File: src/acc_defs.vh
`ifndef ACC_DEFS_VH
`define ACC_DEFS_VH
`define ACC_ADDR_CAL_CTRL 8'hF5
`define ACC_RESET_VALUE 8'h00
`define ACC_BIT_BUSY 7
`define ACC_BIT_GAIN_DIS 6
`define ACC_BIT_AVG_HI 5
`define ACC_BIT_AVG_LO 4
`define ACC_BIT_OFFS_DIS 3
`define ACC_BIT_MODE 2
`define ACC_BIT_TYPE 1
`define ACC_BIT_START 0
`define ACC_AVG_CODE0 7'h0f
`define ACC_AVG_CODE1 7'h1f
`define ACC_AVG_CODE2 7'h2f
`define ACC_AVG_CODE3 7'h3f
`define ACC_STEPS 4'hc
`define ACC_CONV_CYCLES 5'h10
`define ACC_COEFF_W 12
`endif

File: src/acc_avg_step.v
`timescale 1ns/1ps
`default_nettype none
`include "acc_defs.vh"
// one bit decision: averages a set number of comparator readings
module acc_avg_step (
  input wire clk,
  input wire resetn,
  input wire start,
  input wire [6:0] count,
  input wire cmp_in,
  output reg done,
  output reg decision
);
  reg [6:0] left;
  reg [6:0] ones;
  reg run;
  always @(posedge clk or negedge resetn) begin
    if (!resetn) begin
      left <= 7'h00;
      ones <= 7'h00;
      run <= 1'b0;
      done <= 1'b0;
      decision <= 1'b0;
    end else begin
      done <= 1'b0;
      if (start) begin
        left <= count;
        ones <= 7'h00;
        run <= 1'b1;
      end else if (run) begin
        ones <= ones + {6'h00, cmp_in};
        left <= left - 7'd1;
        if (left == 7'd1) begin
          run <= 1'b0;
          done <= 1'b1;
          // majority of readings
          decision <= ({ones + {6'h00, cmp_in}, 1'b0} > {1'b0, count});
        end
      end
    end
  end
endmodule // acc_avg_step
`default_nettype wire

File: src/acc_cal_ctrl.v
`timescale 1ns/1ps
`default_nettype none
`include "acc_defs.vh"
module acc_cal_ctrl (
  input wire clk,
  input wire resetn,
  input wire [7:0] sfr_addr,
  input wire sfr_wr,
  input wire sfr_rd,
  input wire [7:0] sfr_wdata,
  output reg [7:0] sfr_rdata,
  input wire conv_start,
  input wire cmp_in,
  output reg [11:0] dac_code,
  output reg [11:0] offset_coeff,
  output reg [11:0] gain_coeff,
  output reg offset_apply,
  output reg gain_apply,
  output reg cal_mode,
  output reg busy
);
  localparam ST_IDLE = 4'b0001;
  localparam ST_CONV = 4'b0010;
  localparam ST_STEP = 4'b0100;
  localparam ST_WAIT = 4'b1000;
  reg [3:0] state;
  reg gain_dis;
  reg [1:0] avg_sel;
  reg offs_dis;
  reg mode_sel;
  reg type_sel;
  reg start_bit;
  reg cal_type;
  reg [4:0] conv_cnt;
  reg [3:0] bit_idx;
  reg [11:0] sar;
  reg step_go;
  reg [6:0] avg_count;
  wire step_done;
  wire step_dec;
  wire sel = (sfr_addr == `ACC_ADDR_CAL_CTRL);
  wire wr = sel & sfr_wr;
  wire [7:0] reg_value = {busy, gain_dis, avg_sel, offs_dis, mode_sel, type_sel, start_bit};
  wire [11:0] trial = sar | (12'h800 >> bit_idx);
  //////////////////////////////////////////////////////////////////////
  // averaging count decode
  always @* begin
    case (avg_sel)
      2'b00: avg_count = `ACC_AVG_CODE0;
      2'b01: avg_count = `ACC_AVG_CODE1;
      2'b10: avg_count = `ACC_AVG_CODE2;
      2'b11: avg_count = `ACC_AVG_CODE3;
      default: avg_count = `ACC_AVG_CODE0;
    endcase
  end
  acc_avg_step u_step (
    .clk(clk),
    .resetn(resetn),
    .start(step_go),
    .count(avg_count),
    .cmp_in(cmp_in),
    .done(step_done),
    .decision(step_dec)
  );
  //////////////////////////////////////////////////////////////////////
  // decode of the sequencer state
  wire trial_phase = (state == ST_STEP) || (state == ST_WAIT);
  wire start_req = wr && sfr_wdata[`ACC_BIT_START];
  wire last_step = (bit_idx == `ACC_STEPS - 4'h1);
  wire step_end = (state == ST_WAIT) && step_done;
  wire cal_end = step_end && last_step;
  wire [11:0] result = step_dec ? trial : sar;
  //////////////////////////////////////////////////////////////////////
  // next state, a start write wins over a conversion request
  reg [3:0] next_state;
  always @* begin
    next_state = state;
    case (state)
      ST_IDLE: begin
        if (start_req) begin
          next_state = ST_STEP;
        end else if (conv_start) begin
          next_state = ST_CONV;
        end
      end
      ST_CONV: begin
        if (conv_cnt == 5'h01) begin
          next_state = ST_IDLE;
        end
      end
      ST_STEP: begin
        next_state = ST_WAIT;
      end
      ST_WAIT: begin
        if (cal_end) begin
          next_state = ST_IDLE;
        end else if (step_done) begin
          next_state = ST_STEP;
        end
      end
      default: begin
        next_state = ST_IDLE;
      end
    endcase
  end
  //////////////////////////////////////////////////////////////////////
  // state register
  always @(posedge clk or negedge resetn) begin
    if (!resetn) begin
      state <= ST_IDLE;
    end else begin
      state <= next_state;
    end
  end
  //////////////////////////////////////////////////////////////////////
  // busy flag, start bit and latched calibration type
  always @(posedge clk or negedge resetn) begin
    if (!resetn) begin
      busy <= 1'b0;
      start_bit <= 1'b0;
      cal_type <= 1'b0;
    end else if (state == ST_IDLE) begin
      if (start_req) begin
        start_bit <= 1'b1;
        cal_type <= sfr_wdata[`ACC_BIT_TYPE];
        busy <= 1'b1;
      end else if (conv_start) begin
        busy <= 1'b1;
      end
    end else if (state == ST_CONV) begin
      if (conv_cnt == 5'h01) begin
        busy <= 1'b0;
      end
    end else if (cal_end) begin
      start_bit <= 1'b0;
      busy <= 1'b0;
    end
  end
  //////////////////////////////////////////////////////////////////////
  // conversion timer and successive approximation register
  always @(posedge clk or negedge resetn) begin
    if (!resetn) begin
      conv_cnt <= 5'h00;
      bit_idx <= 4'h0;
      sar <= 12'h000;
      step_go <= 1'b0;
    end else begin
      step_go <= (state == ST_STEP);
      if (state == ST_CONV) begin
        conv_cnt <= conv_cnt - 5'h01;
      end else if (state == ST_IDLE && !start_req && conv_start) begin
        conv_cnt <= `ACC_CONV_CYCLES;
      end
      if (state == ST_IDLE && start_req) begin
        sar <= 12'h000;
        bit_idx <= 4'h0;
      end else if (step_end) begin
        if (step_dec) begin
          sar <= trial;
        end
        if (!last_step) begin
          bit_idx <= bit_idx + 4'h1;
        end
      end
    end
  end
  //////////////////////////////////////////////////////////////////////
  // read data capture
  always @(posedge clk or negedge resetn) begin
    if (!resetn) begin
      sfr_rdata <= `ACC_RESET_VALUE;
    end else if (sel && sfr_rd) begin
      sfr_rdata <= reg_value;
    end
  end
  //////////////////////////////////////////////////////////////////////
  // writable fields, bit 7 and bit 0 are kept by the sequencer
  always @(posedge clk or negedge resetn) begin
    if (!resetn) begin
      gain_dis <= 1'b0;
      avg_sel <= 2'b00;
      offs_dis <= 1'b0;
      mode_sel <= 1'b0;
      type_sel <= 1'b0;
    end else if (wr) begin
      gain_dis <= sfr_wdata[`ACC_BIT_GAIN_DIS];
      avg_sel <= sfr_wdata[`ACC_BIT_AVG_HI:`ACC_BIT_AVG_LO];
      offs_dis <= sfr_wdata[`ACC_BIT_OFFS_DIS];
      mode_sel <= sfr_wdata[`ACC_BIT_MODE];
      type_sel <= sfr_wdata[`ACC_BIT_TYPE];
    end
  end
  //////////////////////////////////////////////////////////////////////
  // registered copies for the converter datapath
  always @(posedge clk or negedge resetn) begin
    if (!resetn) begin
      gain_apply <= 1'b0;
      offset_apply <= 1'b0;
      cal_mode <= 1'b0;
      dac_code <= 12'h000;
    end else begin
      gain_apply <= ~gain_dis;
      offset_apply <= ~offs_dis;
      cal_mode <= mode_sel;
      dac_code <= trial_phase ? trial : sar;
    end
  end
  //////////////////////////////////////////////////////////////////////
  // coefficient storage, only the calibrated one is replaced
  always @(posedge clk or negedge resetn) begin
    if (!resetn) begin
      offset_coeff <= 12'h000;
      gain_coeff <= 12'h000;
    end else if (cal_end) begin
      if (cal_type) begin
        gain_coeff <= result;
      end else begin
        offset_coeff <= result;
      end
    end
  end
endmodule // acc_cal_ctrl
`default_nettype wire

File: config.mk
export PLATFORM = sky130hd
export DESIGN_NAME = acc_cal_ctrl
export DESIGN_NICKNAME = d
export VERILOG_FILES = /design/src/acc_avg_step.v /design/src/acc_cal_ctrl.v
export VERILOG_INCLUDE_DIRS = /design/src
export SDC_FILE = /design/constraint.sdc
export NUM_CORES = 1
export LEC_CHECK = 0
export BUFFER_PORTS_ARGS = -buffer_cell sky130_fd_sc_hd__buf_2
export CORE_MARGIN = 5
export CORE_UTILIZATION = 30
export DETAILED_ROUTE_END_ITERATION = 16
export PLACE_DENSITY = 0.47
export SLEW_MARGIN = 5
export SYNTH_ARGS = -nofsm -noshare
export SYNTH_HDL_FRONTEND = slang
export SYNTH_SLANG_ARGS = --single-unit
File: constraint.sdc
create_clock -name clk -period 4.25 [get_ports clk]
set_clock_uncertainty 0.05 [all_clocks]
set_input_delay 0.6375 -clock clk [delete_from_list [all_inputs] [get_ports clk]]
set_output_delay 0.6375 -clock clk [all_outputs]
set_load 0.02 [all_outputs]
==> results of run 1 <==
==> cell families after synthesis <==
family / Yosys count / share of synthesized area (%)
compound gates: 81 / 11.9
xor+xnor: 18 / 3.67
fa+ha+maj: 13 / 3.79
buf+inv: 34 / 3.35
flops: 99 / 57.7
mux: 19 / 4.87
simple gates: 122 / 14.7
==> state kept, by name, summed over array words and instances, names as in the netlist, 2 cells and up <==
name	cells
conv_cnt	5
sfr_rdata	8
gain_coeff	12
bit_idx	4
u_step.ones	7
sar	12
dac_code	12
offset_coeff	12
u_step.left	7
avg_sel	2
state	4
==> cells in the final DEF (no fill, tap or decap), drive strengths merged, types with 2 or more instances in the layout <==
cell type,synthesis,routed
a21oi,4,4
nand4b,2,2
a31o,10,10
ha,13,13
buf,9,71
xnor2,10,10
a31oi,21,21
dfrtp,98,98
or3,2,2
mux2i,4,4
or3b,2,2
nor2b,3,3
nand3b,2,2
o21ai,32,32
xor2,8,8
o21a,2,2
clkbuf,11,10
inv,14,14
or4b,2,2
nand3,5,5
nor3,8,8
nand2,35,35
nand2b,7,7
clkinv,0,2
mux2,15,15
and3,4,4
nand4,7,7
nor2,35,35
nor4b,2,2
o22ai,2,2
bufinv,0,2
clkinvlp,0,2
a21o,3,3
==> how the worst max path moves through the flow <==
stage | from | endpoint | slack (ns) | depth (start not counted)
2_1_floorplan | cmp_in | u_step.decision | 2.26 | 7
3_3_place_gp | sfr_addr[3] | cal_type | 1.87 | 5
3_5_place_dp | state[1] | offset_coeff[11] | 1.81 | 4
4_1_cts | state[1] | offset_coeff[3] | 1.80 | 4
5_1_grt | state[1] | gain_coeff[7] | 1.57 | 3
6_report | state[1] | offset_coeff[11] | 1.82 | 4
==> routing by layer <==
layer  track usage, %  routed length (µm)  up-vias  share of wire (%)
met2             19.9                4670       78                 48
met3             4.20                 607        9                6.3
met1             15.2                4290     1505                 44
li1                 -                   -     1475                  -
met4             3.12                 101        0                1.0
met5                0                   0        -                  0
==> worst max-delay path: stages (launching register included) <==
cell and delay [ns]:
dfrtp_1 0.49, nor4b_4 0.46, nand4b_1 0.85, nand2_1 0.29
o21ai_0 0.12
==> layout make-up <==
cell class                 count  share of cell area [%]
timing repair buffer          71                    7.14
clock inverter                 6                    1.74
clock buffer                  10                    4.67
tap                          180                    4.40
sequential                    99                    48.4
inverter                      14                    1.03
multi-input combinational    253                    32.6
==> Yosys cell counts (7+ instances only) <==
cell type	count	share of area, %
dfrtp_1	98	57
nand2_1	35	3.1
nor2_1	35	3.1
o21ai_0	22	2.6
a31oi_1	21	3.1
inv_1	14	1.2
mux2_2	14	3.7
ha_1	13	3.8
clkbuf_1	11	0.96
a31o_2	10	2.0
o21ai_1	10	1.2
xnor2_1	10	2.0
nor3_1	8	0.93
xor2_1	8	1.6
buf_2	7	0.82
nand2b_1	7	1.0
nand4_1	7	1.0
==> where the power goes <==
group / internal [mW] / switching (mW) / leakage [nW]
Sequential: 1.03 / 0.0894 / 1.21
Combinational: 0.145 / 0.164 / 0.995
Clock: 0.531 / 0.356 / 0.155
==> metrics by stage <==
step	power (mW)	cells	util, %	cell area [µm²]
after global placement	1.43	617	34.4	4790
final	2.31	633	36.7	5120
after CTS	2.35	633	36.7	5120
after floorplan	1.35	386	-	4290
after global routing	2.44	633	36.7	5120
after detailed placement	1.45	617	34.4	4790
==> results by group, run 1 <==
CTS
  • # H-tree levels: 3
  • Clock Sink Count: 99
  • Reg clk slew, reported paths: around 0.070 ns
  • CTS hold repair buffers: 0
  • Clock Tree Buf Depth: 2
  • CTS buffer count: 9
  • Postcts setup bufs: 0
  • Root buf cell: clkbuf_16
  • Worst skew pair latency: 0.35 ns
  • CTS tree: built
  • Post-cts gate resize count: 0

Synth
  • Synth async-reset ratio: between 90% and 100%
  • Mapped Nets: 421
  • Syn Std Cell Area: between 4000 and 5000 µm²
  • EDFF count, synth: 0
  • Register area share after synthesis: 57.7%
  • Synth warnings: 0
  • Syn Inst Count: 386
  • Ys flop type: dfrtp_1
  • Cell variety after synth: 50
  • Synthesized flop and latch total: 99
  • Avg Cell Area, Syn: 11.1 µm²

Flow run
  • Max Cap Viol: 0

Floorplan
  • Cell Rows: 43
  • Vert. Die Dim: 130 µm
  • Die ar.: 16800 µm²
  • CORE AREA: approximately 14000 µm²
  • Effective utilization at floorplan: between 30% and 40%
  • # IOs: 70
  • Die width: 130 µm

Setup path
  • R2R Path End: offset_coeff[11]
  • Crit Path Category: reg2reg
  • Worst path arrival time: 2.57 ns
  • Worst setup EP type: register
  • Crit start category: register
  • Worst R2R Start: state[1]
  • Reg2Reg Depth: 4
  • FF-to-FF setup slack: 1.82 ns
  • Worst Path Required: 4.39 ns
  • Critical path peak fanout: 24

Cells and area
  • Area delta synth->final: 19.3%
  • Register area: approximately 2500 µm²
  • Nets: 483
  • Fraction of layout cells with a size suffix above 1: about a quarter
  • Multi-input logic area: 1670 µm²
  • Fillers: 1385
  • ANT cells: 0

Drt
  • Via-to-Cell Ratio: between 4 and 5
  • DRT Wirelength: 9.67 mm
  • Routed len/inst: about 15 µm
  • Vias: between 3000 and 4000
  • Routed Antenna Nets: 0
  • Drt pass-1 iters: 4
  • Initial DRC count: ~140
  • DRC Markers: 0

Timing
  • RSZ-0062 raised after global routing: no
  • Min Tclk post-route: about 2.4 ns
  • Final setup vio count: 0
  • Max Fclk: 411 MHz
  • Slack of the critical path: 1.82 ns
  • Final Cycle Share: 57.2%
  • Relative slew slack: about 34%
  • Pins Over Slew Limit: 0
  • Fin Hold WS: between 0.3 and 0.4 ns
  • Slew @ Worst Pin: about 0.98 ns
  • Final hold viol count: 0
  • Setup TNS Final: 0 ns

Global routing
  • First-pass GRT wire length: 15.8 mm
  • All-Layer GR Usage: 12.1%
  • Antenna violations before repair: 0
  • Largest net degree at the start of global routing: 67
  • Vias in the first global route: 3085
  • Remaining Overflow, GRT: 0

Place
  • Dpl hpwl: 6.77 mm
  • Gp weighted congestion: ~0.73
  • # port buffers: 68
  • DP Worst Slack: 1.81 ns

Pwr
  • Leak Pwr: 2.36 nW
  • PD cells: 451 nW/µm²
  • Max IR drop VDD: approximately 0.00021 V

Run status
  • Status: finished clean

Worst hold path
  • Min-delay worst type: in2async
Power figures use the tool's default switching activity.
==> run 2, diff against run 1 <==
Settings changed: PLACE_DENSITY 0.47 to 0.48.
Clock period 4.25 ns to 2 ns, I/O delays scaled along.
==> run 2 against run 1 <==
  * Flip-flop and latch count did not move
  * Sequential share of layout area fell by 1.1 points
  * Combinational power rose by 120%
  * Core utilization rose by 0.84 points
  * Final cell count rose by 1.9%
  * Largest power group unchanged
==> results by group, run 2 (synthesis results as in run 1) <==
Setup path
  • Worst Path Required: 2.18 ns
  • Crit path from: state[0]
  • CP Buf/Inv Count: 0
  • R2R Path End: cal_type
  • FF-to-FF setup slack: 0.22 ns
  • Worst R2R Start: state[0]
  • Max stage delay on crit path: roughly 0.6 ns
  • Worst setup EP type: register
  • Crit path depth: 3
  • CP endpoint: cal_type
  • CP Cell Sequence: nor4b_2, and2_1, mux2_1
  • Reg2Reg Depth: 3
  • Top delay family on crit path: simple AND/OR/NAND/NOR gates
  • CP max-delay cell: dfstp_2
  • Critical path peak fanout: 7
  • Crit Path Category: reg2reg
  • Crit start category: register
  • Worst path arrival time: 1.97 ns

CTS
  • Clock Sink Count: 99
  • Root buf cell: clkbuf_16
  • Post-cts gate resize count: 0
  • Clock Tree Buf Depth: 2
  • Reg clk slew, reported paths: 0.07 ns
  • Worst skew pair latency: 0.35 ns
  • Postcts setup bufs: 0
  • CTS hold repair buffers: 1
  • CTS tree: built
  • CTS buffer count: 9
  • # H-tree levels: 3

Pwr
  • PD cells: 945 nW/µm²
  • Switch share: 26.5%
  • Clock Power Share: between 30 and 40%
  • Int Power: 3.64 mW
  • Sequential power share: a little under half
  • Comb power frac: 13.6%
  • Switching power: 1.31 mW
  • Max IR drop VDD: 0.000513 V
  • Leak Pwr: 2.43 nW

Floorplan
  • # IOs: 70
  • CORE AREA: 13900 µm²
  • Die width: ~130 µm
  • Vert. Die Dim: 130 µm
  • Effective utilization at floorplan: 30.8%
  • Die ar.: about 17000 µm²
  • Cell Rows: between 40 and 50

Global routing
  • Vias in the first global route: 3075
  • Antenna violations before repair: 0
  • First-pass GRT wire length: 15.8 mm
  • Met2 usage in global routing: 18.7%
  • Met1 usage: 16.3%
  • Met3 global-route usage: 3.87%
  • All-Layer GR Usage: 12.1%
  • Remaining Overflow, GRT: 0
  • GRT busiest layer: met2
  • Largest net degree at the start of global routing: 37

Cells and area
  • Commonest non-fill, non-tap cell in the layout: dfrtp_1
  • Fillers: about 1400
  • Register area: roughly 2500 µm²
  • ANT cells: 0
  • Multi-input logic area: 1670 µm²
  • Nets: 495
  • Utilization after layout: 37.6%
  • Area delta synth->final: 22.0%
  • Commonest cells after routing, fill and taps aside: dfrtp_1 (98), buf_2 (67), nor2_1 (35), nand2_1 (35), o21ai_0 (22)
  • Fraction of layout cells with a size suffix above 1: between 20% and 30%

Timing
  • Pins Over Slew Limit: 0
  • Max Fclk: 560 MHz
  • RSZ-0062 raised after global routing: no
  • Final hold viol count: 0
  • Final setup vio count: 0
  • Min Tclk post-route: around 1.8 ns
  • Final Cycle Share: just under 90%
  • Relative slew slack: 62.4%
  • Setup TNS Final: 0 ns
  • Slew @ Worst Pin: 0.564 ns

Drt
  • DRT Wirelength: 9.69 mm
  • Drt pass-1 iters: 4
  • Via-to-Cell Ratio: 4.83
  • Routed Antenna Nets: 0
  • DRC Markers: 0
  • Routed len/inst: 15.0 µm
  • Initial DRC count: 202
  • Vias: 3116

Place
  • # port buffers: 68
  • Gp weighted congestion: between 0.7 and 0.8
  • Dpl hpwl: 6.74 mm

Worst hold path
  • Min-delay worst type: in2reg

Flow run
  • Max Cap Viol: 0

Run status
  • Status: finished clean
[run 2: worst min-delay path by stage]
stage,startpoint,to,cells past startpoint
2_1_floorplan,resetn,avg_sel[0],0
3_3_place_gp,resetn,gain_coeff[2],1
4_1_cts,sfr_wdata[3],offs_dis,2
5_1_grt,sfr_wdata[4],avg_sel[0],2
3_5_place_dp,resetn,gain_coeff[2],1
6_report,sfr_wdata[6],gain_dis,2
[run 2: power by group through the flow]
stage	Sequential [mW]	Clock, mW	Combinational (mW)
finish	2.37	1.91	0.675
global route	2.39	2.04	0.767
CTS	2.37	1.96	0.685
detailed placement	2.40	0	0.679
global placement	2.39	0	0.664
floorplan	2.37	0	0.488
[run 2: layout make-up]
type,count,share of cell area [%]
clock buffers,11,4.63
multi-input cells,253,31.9
flip-flops and latches,99,47.3
repair buffers,83,9.22
inverters,14,1.00
clock inverters,5,1.62
well taps,180,4.30
[run 2: metrics by stage]
step,power [mW],cells,setup WS (ns),instance area [µm²],hold slack [ns]
after global routing,5.20,645,0.0937,5240,0.124
after floorplan,2.86,386,0.316,4290,-0.0456
after global placement,3.06,628,0.233,4900,0.243
final,4.95,645,0.216,5240,0.131
after CTS,5.01,645,0.182,5240,0.120
after detailed placement,3.08,628,0.201,4900,0.250
[run 2: routing by layer]
| layer | routed length, µm | share of wire, % |
|---|---|---|
| met1 | 4500 | 46 |
| met2 | 4480 | 46 |
| met5 | 0 | 0 |
| met4 | 170 | 1.8 |
| met3 | 538 | 5.5 |
[run 2: worst reg2reg max path, cell delays in order (launching register included)]
cell     delay (ns)
dfstp_2        0.60
nor4b_2        0.40
and2_1         0.28
mux2_1         0.33
==> run 3, diff against run 2 <==
Settings changed: CORE_ASPECT_RATIO set to 2.
==> run 3 against run 2 <==
  * Maximum frequency is 0.17% higher
  * Register-to-register slack hardly changed
  * Final cell count is 2.0% higher
  * Critical path depth is 3 higher
  * Final area is 0.31% lower
  * Via count is 2.7% lower
  * First-iteration DRC count is 46% lower
  * Sequential power hardly changed
  * Combinational power hardly changed
==> results by group, run 3 (synthesis results as in run 1) <==
Setup path
  • Critical path peak fanout: 3
  • Worst path arrival time: 2.02 ns
  • Worst R2R Start: conv_cnt[1]
  • Crit start category: register
  • Crit Path Category: reg2reg
  • R2R Path End: state[0]
  • FF-to-FF setup slack: approximately 0.22 ns
  • Worst Path Required: 2.24 ns
  • Reg2Reg Depth: 6
  • Crit path from: conv_cnt[1]
  • CP endpoint: state[0]
  • Worst setup EP type: register

Flow run
  • Max Cap Viol: 0

Cells and area
  • Cell Count, Final, Fillers Out: 658
  • ANT cells: 0
  • Area delta synth->final: 21.6%
  • Utilization after layout: 36.8%
  • Commonest cells after routing, fill and taps aside: dfrtp_1 (98), buf_2 (67), nor2_1 (35), nand2_1 (35), o21ai_0 (22)
  • Nets: between 400 and 500
  • Commonest non-fill, non-tap cell in the layout: dfrtp_1
  • Fin area: about 5200 µm²
  • Fraction of layout cells with a size suffix above 1: 27.3%

Place
  • DP Worst Slack: 0.192 ns
  • # port buffers: around 70
  • Placed inst area: 4910 µm²
  • Gp weighted congestion: between 0.7 and 0.8
  • Placed Cells: 641
  • Dpl hpwl: 6.47 mm

CTS
  • CTS buffer count: 9
  • Reg clk slew, reported paths: 0.07 ns
  • Post-cts gate resize count: 0
  • Clock Tree Buf Depth: 2
  • CTS hold repair buffers: 1
  • CTS tree: built
  • Root buf cell: clkbuf_16
  • # H-tree levels: 3
  • Worst skew pair latency: 0.35 ns
  • Clock Sink Count: 99
  • Postcts setup bufs: 0

Run status
  • Status: finished clean

Global routing
  • All-Layer GR Usage: about an eighth
  • First-pass GRT wire length: 15.9 mm
  • Remaining Overflow, GRT: 0
  • Antenna violations before repair: 0
  • Vias in the first global route: 3139
  • Largest net degree at the start of global routing: 54

Floorplan
  • CORE AREA: 14200 µm²
  • Cell Rows: 62
  • Vert. Die Dim: 179 µm
  • # IOs: 70
  • Die ar.: 16900 µm²
  • Die width: 94.6 µm
  • Effective utilization at floorplan: 30.2%

Worst hold path
  • Hold Crit Depth: 2
  • Min-delay worst type: in2reg
  • Hold Path Origin: sfr_wdata[6]

Timing
  • Pins Over Slew Limit: 0
  • Fin Hold WS: about 0.13 ns
  • Slack of the critical path: ~0.22 ns
  • Slew @ Worst Pin: 0.549 ns
  • Relative slew slack: 63.3%
  • RSZ-0062 raised after global routing: no
  • Min Tclk post-route: 1.78 ns
  • Final setup vio count: 0
  • Max Fclk: 561 MHz
  • Final hold viol count: 0
  • Setup TNS Final: 0 ns
  • Final Cycle Share: 89.1%

Drt
  • DRC Markers: 0
  • Routed len/inst: 14.2 µm
  • Routed Antenna Nets: 0
  • DRT Wirelength: about 9.3 mm
  • Drt pass-1 iters: 4
  • Initial DRC count: around 110
  • Via-to-Cell Ratio: 4.61
  • Vias: roughly 3000

Pwr
  • Leak Pwr: 2.41 nW
  • Total power: 4.82 mW
  • PD cells: 923 nW/µm²
  • Max IR drop VDD: between 0.0004 and 0.0005 V
[run 3: cell type report]
class	instances	area, µm²
fillers	1443	8970
flip-flops and latches	99	2480
multi-input cells	253	1670
repair buffers	84	478
well taps	192	240
clock buffers	10	229
clock inverters	6	72.6
inverters	14	52.6
[run 3: worst max-delay path, stage by stage, from the launching register on]
cell and delay [ns]:
dfrtp_1 0.38, inv_1 0.10, ha_1 0.14, or4b_2 0.64, a31oi_1 0.18, or3_1 0.12
a22o_1 0.12
[run 3: worst min path at each step]
stage | endpoint | slack, ns
6_report | gain_dis | 0.13
5_1_grt | gain_dis | 0.12
4_1_cts | avg_sel[0] | 0.11
3_5_place_dp | u_step.left[1] | 0.09
3_3_place_gp | u_step.left[1] | 0.09
2_1_floorplan | avg_sel[0] | -0.05
[run 3: metal layers]
layer  vias up  global-route usage, %  wire, µm
met5         -                      0         0
met4         0                   5.78       195
met3        12                   3.15       516
met2        78                   19.1      4320
met1      1439                   15.2      4300
li1       1504                      -         -
[run 3: power by group]
| group | total, mW | internal, mW | leakage, nW | switching (mW) |
|---|---|---|---|---|
| logic | 0.675 | 0.319 | 1.07 | 0.356 |
| clock network | 1.78 | 0.984 | 0.137 | 0.798 |
| registers | 2.36 | 2.18 | 1.21 | 0.184 |
